==> src/erpm_consts.svh <==
// Constants for the error-rate predictive monitor.
// Assumes inclusion by bare name from the package and the design modules.
`ifndef ERPM_CONSTS_SVH
`define ERPM_CONSTS_SVH

// Sense report fields for a predictive failure: key, code and qualifier.
`define ERPM_SENSE_KEY   8'h01
`define ERPM_SENSE_ASC   8'h5D
`define ERPM_SENSE_ASCQ  8'h00

// Reset values of the counters and of the sense report.
`define ERPM_RST_COUNT   1'b0
`define ERPM_RST_SENSE   24'h00_0000

// Default widths of the interval, failure and history counters, and the default number of attributes.
`define ERPM_INT_W       16
`define ERPM_ERR_W       8
`define ERPM_HIST_W      8
`define ERPM_NUM_ATTR    4

`endif

==> src/erpm_pkg.sv <==
// Types shared by the error-rate predictive monitor modules.
// Assumes erpm_consts.svh is on the include path.
`include "erpm_consts.svh"

package erpm_pkg;

  typedef struct packed {
    logic [7:0] key;
    logic [7:0] asc;
    logic [7:0] ascq;
  } erpm_sense_t;

  localparam erpm_sense_t ERPM_SENSE_PRED = '{
    key:  `ERPM_SENSE_KEY,
    asc:  `ERPM_SENSE_ASC,
    ascq: `ERPM_SENSE_ASCQ
  };

endpackage

==> src/erpm_attr_if.sv <==
// Carrier between the monitor top and one per-attribute counter block.
// Assumes one instance per attribute, all on the monitor's clock.
`include "erpm_consts.svh"

interface erpm_attr_if #(
  parameter int INT_W  = `ERPM_INT_W,
  parameter int ERR_W  = `ERPM_ERR_W,
  parameter int HIST_W = `ERPM_HIST_W
);
  logic              op;
  logic              err;
  logic              halt;
  logic [INT_W-1:0]  interval_len;
  logic [ERR_W-1:0]  err_thresh;
  logic [HIST_W-1:0] pred_thresh;
  logic              unacc;
  logic              acc;
  logic              pred;
  logic [HIST_W-1:0] history;

  modport ctr (
    input  op, err, halt, interval_len, err_thresh, pred_thresh,
    output unacc, acc, pred, history
  );
  modport mon (
    output op, err, halt, interval_len, err_thresh, pred_thresh,
    input  unacc, acc, pred, history
  );
endinterface

==> src/erpm_monitor.sv <==
// Error-rate predictive monitor: per-attribute rate classification,
// failure history and a retained predictive-failure sense report.
// Assumes event strobes and configuration are synchronous to clk; the
// sense report survives power loss only if an outside store saves it
// and drives it back through sense_restore after reset.
`include "erpm_consts.svh"

module erpm_monitor
  import erpm_pkg::*;
#(
  parameter int NUM_ATTR = `ERPM_NUM_ATTR,
  parameter int INT_W    = `ERPM_INT_W,
  parameter int ERR_W    = `ERPM_ERR_W,
  parameter int HIST_W   = `ERPM_HIST_W,
  parameter int AW       = (NUM_ATTR > 1) ? $clog2(NUM_ATTR) : 1
) (
  input  wire logic                clk,
  input  wire logic                rst_n,
  input  wire logic                exception_disable,
  input  wire logic [NUM_ATTR-1:0] op_strobe,
  input  wire logic [NUM_ATTR-1:0] err_strobe,
  input  wire logic [INT_W-1:0]    interval_len [NUM_ATTR],
  input  wire logic [ERR_W-1:0]    err_thresh   [NUM_ATTR],
  input  wire logic [HIST_W-1:0]   pred_thresh  [NUM_ATTR],
  input  wire logic                bus_reset,
  input  wire logic                sense_clear,
  input  wire logic                sense_restore,
  input  wire logic [AW-1:0]       sense_restore_attr,
  output      logic [NUM_ATTR-1:0] pred_fail,
  output      logic [NUM_ATTR-1:0] unacceptable,
  output      logic [NUM_ATTR-1:0] acceptable,
  output      logic [HIST_W-1:0]   history      [NUM_ATTR],
  output      logic                pred_event,
  output      logic                sense_valid,
  output      logic [AW-1:0]       sense_attr,
  output      erpm_sense_t         sense_code
);

  typedef struct packed {
    logic [NUM_ATTR-1:0] pred_d;
    logic                event_p;
    logic                valid;
    logic [AW-1:0]       attr;
    erpm_sense_t         code;
    logic                restored;
  } erpm_top_st_t;

  erpm_top_st_t        st_ff;
  erpm_top_st_t        nxt_st;
  logic [NUM_ATTR-1:0] pred_now;
  logic [NUM_ATTR-1:0] rise;
  logic [AW-1:0]       rise_idx;

  //////////////////////////////////////////////////////////////////////////
  // one private counter set per attribute
  for (genvar i = 0; i < NUM_ATTR; i++) begin : g_attr
    erpm_attr_if #(
      .INT_W  (INT_W),
      .ERR_W  (ERR_W),
      .HIST_W (HIST_W)
    ) ifc ();

    assign ifc.op           = op_strobe[i];
    assign ifc.err          = err_strobe[i];
    assign ifc.halt         = exception_disable;
    assign ifc.interval_len = interval_len[i];
    assign ifc.err_thresh   = err_thresh[i];
    assign ifc.pred_thresh  = pred_thresh[i];
    assign pred_now[i]      = ifc.pred;
    assign unacceptable[i]  = ifc.unacc;
    assign acceptable[i]    = ifc.acc;
    assign history[i]       = ifc.history;

    erpm_attr_ctr #(
      .INT_W  (INT_W),
      .ERR_W  (ERR_W),
      .HIST_W (HIST_W)
    ) u_ctr (
      .clk   (clk),
      .rst_n (rst_n),
      .a     (ifc.ctr)
    );
  end

  //////////////////////////////////////////////////////////////////////////
  always_comb begin
    nxt_st = st_ff;
    rise = pred_now & ~st_ff.pred_d;
    rise_idx = '0;
    // Lowest-numbered attribute wins when several fail together.
    for (int k = NUM_ATTR - 1; k >= 0; k--) begin
      if (rise[k]) begin
        rise_idx = AW'(k);
      end
    end
    nxt_st.pred_d = pred_now;
    nxt_st.event_p = 1'b0;
    // The saved report is taken once, on the first cycle after reset.
    if (!st_ff.restored) begin
      nxt_st.restored = 1'b1;
      if (sense_restore) begin
        nxt_st.valid = 1'b1;
        nxt_st.attr = sense_restore_attr;
        nxt_st.code = ERPM_SENSE_PRED;
      end
    end else if ((rise != '0) && !exception_disable) begin
      nxt_st.event_p = 1'b1;
      nxt_st.valid = 1'b1;
      nxt_st.attr = rise_idx;
      nxt_st.code = ERPM_SENSE_PRED;
    end else if (sense_clear) begin
      // A bus reset is deliberately ignored here so the report survives.
      nxt_st.valid = 1'b0;
      nxt_st.attr = '0;
      nxt_st.code = `ERPM_RST_SENSE;
    end
  end

  always_ff @(posedge clk) begin
    if (!rst_n) begin
      st_ff <= '0;
    end else begin
      st_ff <= nxt_st;
    end
  end

  //////////////////////////////////////////////////////////////////////////
  // pred_fail forced low while disabled; pred_event and the sense report are not masked
  assign pred_fail   = exception_disable ? '0 : pred_now;
  assign pred_event  = st_ff.event_p;
  assign sense_valid = st_ff.valid;
  assign sense_attr  = st_ff.attr;
  assign sense_code  = st_ff.code;

  // Bus reset has no effect on the monitor at all.
  logic unused_bus_reset;
  assign unused_bus_reset = bus_reset;

endmodule // erpm_monitor

==> src/erpm_attr_ctr.sv <==
// Interval, failure and history counters for one monitored attribute.
// Assumes strobes are one cycle wide and synchronous to clk.
`include "erpm_consts.svh"

module erpm_attr_ctr
  import erpm_pkg::*;
#(
  parameter int INT_W  = `ERPM_INT_W,
  parameter int ERR_W  = `ERPM_ERR_W,
  parameter int HIST_W = `ERPM_HIST_W
) (
  input wire logic clk,
  input wire logic rst_n,
  erpm_attr_if.ctr a
);

  typedef struct packed {
    logic [INT_W-1:0]  ivl;
    logic [ERR_W-1:0]  fail;
    logic [HIST_W-1:0] hist;
    logic              unacc;
    logic              acc;
    logic              pred;
  } erpm_attr_st_t;

  erpm_attr_st_t st_ff;
  erpm_attr_st_t nxt_st;
  logic [INT_W-1:0] ivl_n;
  logic [ERR_W-1:0] fail_n;

  //////////////////////////////////////////////////////////////////////////
  always_comb begin
    nxt_st = st_ff;
    nxt_st.unacc = 1'b0;
    nxt_st.acc = 1'b0;
    ivl_n = st_ff.ivl;
    fail_n = st_ff.fail;
    if (a.halt) begin
      nxt_st.pred = 1'b0;
    end else begin
      if (a.op && (st_ff.ivl != {INT_W{1'b1}})) begin
        ivl_n = st_ff.ivl + INT_W'(1);
      end
      if (a.err && (st_ff.fail != {ERR_W{1'b1}})) begin
        fail_n = st_ff.fail + ERR_W'(1);
      end
      nxt_st.ivl = ivl_n;
      nxt_st.fail = fail_n;
      if (fail_n > a.err_thresh) begin
        nxt_st.unacc = 1'b1;
      end else if (a.op && (ivl_n >= a.interval_len)) begin
        nxt_st.acc = 1'b1;
      end
      if (nxt_st.unacc || nxt_st.acc) begin
        nxt_st.ivl = '0;
        nxt_st.fail = '0;
      end
      if (nxt_st.unacc && (st_ff.hist != {HIST_W{1'b1}})) begin
        nxt_st.hist = st_ff.hist + HIST_W'(1);
      end else if (nxt_st.acc && (st_ff.hist != '0)) begin
        nxt_st.hist = st_ff.hist - HIST_W'(1);
      end
      nxt_st.pred = (nxt_st.hist >= a.pred_thresh);
    end
  end

  always_ff @(posedge clk) begin
    if (!rst_n) begin
      st_ff <= '0;
    end else begin
      st_ff <= nxt_st;
    end
  end

  //////////////////////////////////////////////////////////////////////////
  assign a.unacc   = st_ff.unacc;
  assign a.acc     = st_ff.acc;
  assign a.pred    = st_ff.pred;
  assign a.history = st_ff.hist;

endmodule // erpm_attr_ctr

==> config.mk <==
export PLATFORM = sky130hd
export DESIGN_NAME = erpm_monitor
export DESIGN_NICKNAME = d
export VERILOG_FILES = /design/src/erpm_pkg.sv /design/src/erpm_attr_if.sv /design/src/erpm_monitor.sv /design/src/erpm_attr_ctr.sv
export VERILOG_INCLUDE_DIRS = /design/src
export SDC_FILE = /design/constraint.sdc
export NUM_CORES = 1
export LEC_CHECK = 0
export ABC_AREA = 1
export BUFFER_PORTS_ARGS = -buffer_cell sky130_fd_sc_hd__buf_2
export CAP_MARGIN = 20
export CORE_ASPECT_RATIO = 1.5
export CORE_MARGIN = 1
export CORE_UTILIZATION = 53
export CTS_CLUSTER_SIZE = 10
export DETAILED_ROUTE_END_ITERATION = 8
export PLACE_DENSITY = 0.78
export SYNTH_ARGS = -nofsm -noshare
export SYNTH_HDL_FRONTEND = slang
export SYNTH_SLANG_ARGS = --single-unit
==> constraint.sdc <==
create_clock -name clk -period 3.8 [get_ports clk]
set_input_delay 0.19 -clock clk [delete_from_list [all_inputs] [get_ports clk]]
set_output_delay 0.19 -clock clk [all_outputs]
set_load 0.02 [all_outputs]
==> flow_summary_export.csv <==
group,metric,value,unit
clock_tree,cts_tree,"done",
clock_tree,clk_latency,440,ps
critical_path,path_class,"register to register",
sta,finalCriticalPeriod,3820,ps
drt,routed_via_density,5.28,
synth,ys_async_sr_fraction,0,%
clock_tree,htreeDepth,4,
critical_path,crit_path_end_kind,"register",
clock_tree,cts-root-buf,"clkbuf_16",
pwr,combPwrFrac,27.5,%
drt,vias,14500,
drt,drcViolationCount,0,
hold_path,hold_path.class,"primary input to register",
floorplanning,coreArea,25100,sq um
pwr,vdd_drop_max,0.320,mV
final_layout,final_common_cell,"nand2_1",
sta,max_freq,262,MHz
floorplanning,num_rows,71,
drt,dr.pass1.iters,7,
sta,finalWorstSetupSlack,-20.7,ps
sta,tightestPinTransition,970,ps
synth,synth-main-ff-cell,"dfxtp_1",
critical_path,critPathLaunchType,"register",
sta,setup-tns-final,-20.7,ps
global_route,grt_pass1_vias,13800,
synth,synth-seq-cells,149,
pwr,clkPwrFrac,36.9,%
floorplanning,pin_count,216,
drt,detail-route-antenna-nets,0,
synth,yosysSeqAreaShare,22.0,%
pwr,p_sw,0.00155,W
clock_tree,cts_sinks,149,
floorplanning,start_util,54.0,%
synth,synth_cells,2117,
final_layout,nNetsFinal,2690,
synth,avgSynthCellArea,6.41,sq um
floorplanning,die_w,133,um
drt,m1WireLength,14600,um
place,dp_cells,2662,
sta,drv_slew,0,
place,dp_hpwl,28700,um
clock_tree,path_clk_slew,60,ps
sta,hold_violations,0,
sta,finalCritPeriodShare,101,%
drt,wl,39700,um
sta,fin_skew,11.3,ps
critical_path,critPathArrivalTime,4150,ps
final_layout,final_cell_mix,"nand2_1, inv_1, buf_2, buf_4, nand3_1",
outcome,violations,"negative setup slack",
drt,wl_met3,1830,um
flow_run,maxCapViolations,0,
drt,wl_per_cell,14.5,um
synth,synth_edf_count,0,
floorplanning,die_h,198,um
clock_tree,clk_path_buf_depth,2,
synth,netlist_area,13600,sq um
pwr,switching_share,32.9,%
sta,max-slew-margin-rel,35.4,%
global_route,track_usage,28.4,%
pwr,seq_power_share,35.6,%
global_route,overflow,0,
drt,drt_iter0_markers,946,
final_layout,fill_cells,2022,
synth,yosys_warnings,0,
outcome,run_status,"complete, but fails checks",
final_layout,layout-drive-gt1-share,30.2,%
critical_path,cp_slowest_cell,"dfxtp_1",
pwr,powerDensity,266,nW/um^2
drt,wl_met2,21300,um
final_layout,syn_to_final_growth,29.9,%
global_route,antenna_found_initial,1,
place,port_buffers,196,
global_route,grt_max_degree,82,
global_route,grt_pass1_wl,60500,um
place,gp_congestion,0.933,
final_layout,stdcell_count,2739,
floorplanning,dieArea,26300,sq um
critical_path,crit_required,4130,ps
synth,synth_cell_types,53,
sta,rsz0062_at_grt,"true",
critical_path,crit_path_max_incr_delay,420,ps
drt,top_layer,"met4",
clock_tree,numCtsBuffers,17,
pwr,intPower,0.00315,W
critical_path,crit_fanout,6,
pwr,p_leak,9.18,nW
sta,setup_viol,1,
## worst max-delay path, delay by kind of cell (launching register included)
| family | cells | cell delay [ps] |
|---|---|---|
| compound gates | 5 | 730 |
| flops | 1 | 420 |
| simple gates | 12 | 1420 |
| fa+ha+maj | 2 | 480 |
| buf+inv | 6 | 640 |
## Yosys cell counts, types with 6 or more instances
cell / n / area, sq um
nand2_1: 509 / 1910
inv_1: 434 / 1630
dfxtp_1: 149 / 2980
ha_1: 148 / 1850
nand3_1: 135 / 676
nor2_1: 122 / 458
o21ai_0: 92 / 460
a21oi_1: 78 / 390
xor2_1: 72 / 631
buf_4: 70 / 526
nor3_1: 42 / 210
nand4_1: 41 / 257
o21ai_1: 31 / 155
o22ai_1: 25 / 156
clkbuf_1: 17 / 63.8
nand2_2: 16 / 100
nor4_1: 14 / 87.6
inv_2: 13 / 48.8
o22ai_2: 9 / 113
nor2_2: 8 / 50.1
and2_1: 7 / 43.8
nand3b_1: 7 / 52.6
a21oi_2: 6 / 52.6
buf_2: 6 / 30.0
nand3_2: 6 / 60.1
xor2_2: 6 / 97.6
## through the flow
| stage | hold WS, ps | worst slack, ps | util, % | total power (W) | cell area, sq um |
|---|---|---|---|---|---|
| after detailed placement | 421 | -221 | 60.3 | 0.00274 | 15100 |
| after floorplan | 218 | 178 | - | 0.00242 | 13600 |
| final | 86.6 | -20.7 | 70.2 | 0.00470 | 17600 |
| after CTS | 75.9 | 4.36 | 63.5 | 0.00447 | 16000 |
| after global placement | 411 | -85.5 | 60.3 | 0.00270 | 15100 |
| after global routing | 85.9 | -280 | 70.1 | 0.00494 | 17600 |
## worst paths after layout
| kind | start | end | slack [ps] | depth (start not counted) |
|---|---|---|---|---|
| hold reg to reg | g_attr[0].u_ctr.a.pred | st_ff[29] | 430 | 2 |
| hold / removal | sense_restore | sense_code[12] | 90 | 3 |
| setup reg to reg | g_attr[1].u_ctr.st_ff[29] | g_attr[1].u_ctr.a.pred | -20 | 25 |
| setup / recovery | g_attr[1].u_ctr.st_ff[29] | g_attr[1].u_ctr.a.pred | -20 | 25 |
## registers in the layout, summed over array words and instances, names as in the netlist
name and count:
sense_code 1, g_attr.u_ctr.st_ff 96, g_attr.u_ctr.a.pred 4, pred_event 1
g_attr.u_ctr.a.acc 4, st_ff 5, g_attr.u_ctr.a.unacc 4, sense_attr 2
g_attr.u_ctr.a.history 32
## area by class of cell
cell class | instances | area (sq um) | area share [%]
timing repair inverter | 1 | 8.76 | 0.0497
inverter | 449 | 1730 | 9.80
multi-input combinational | 1436 | 9700 | 55.0
clock buffer | 20 | 467 | 2.65
sequential | 149 | 3030 | 17.2
clock inverter | 11 | 125 | 0.709
tap | 328 | 410 | 2.33
antenna | 1 | 2.50 | 0.0142
timing repair buffer | 344 | 2170 | 12.3
## cells by family (layout without fill, tap and decap cells)
| kind of cell | after synthesis | after routing | synth area share [%] |
|---|---|---|---|
| other | 1 | 19 | 0.0276 |
| adders and majority gates | 148 | 148 | 13.6 |
| DFF | 149 | 149 | 22.0 |
| and+or+nand+nor | 930 | 930 | 30.5 |
| AOI/OAI and AO/OA | 261 | 261 | 11.1 |
| buffers and inverters | 549 | 825 | 17.4 |
| xor gates and xnor gates | 79 | 79 | 5.43 |
## layer usage
metal,vias up,track usage (%)
met2,516,55.2
met4,0,15.9
met5,-,0
met3,138,4.66
li1,7175,-
met1,6627,28.2
## repair_timing
item	CTS	global route
pin swaps	22	123
gates resized for setup	58	319
setup endpoints to repair	4	31
buffers inserted	5	39
gates cloned	0	1
hold buffers	0	0
## power by group through the flow
stage | logic, W | clock network [W] | registers (W)
2_1_floorplan | 0.000729 | 0 | 0.00169
3_3_place_gp | 0.00101 | 0 | 0.00170
3_5_place_dp | 0.00104 | 0 | 0.00170
4_1_cts | 0.00107 | 0.00174 | 0.00167
5_1_grt | 0.00144 | 0.00181 | 0.00168
6_report | 0.00129 | 0.00173 | 0.00167
Power figures use the tool's default switching activity.
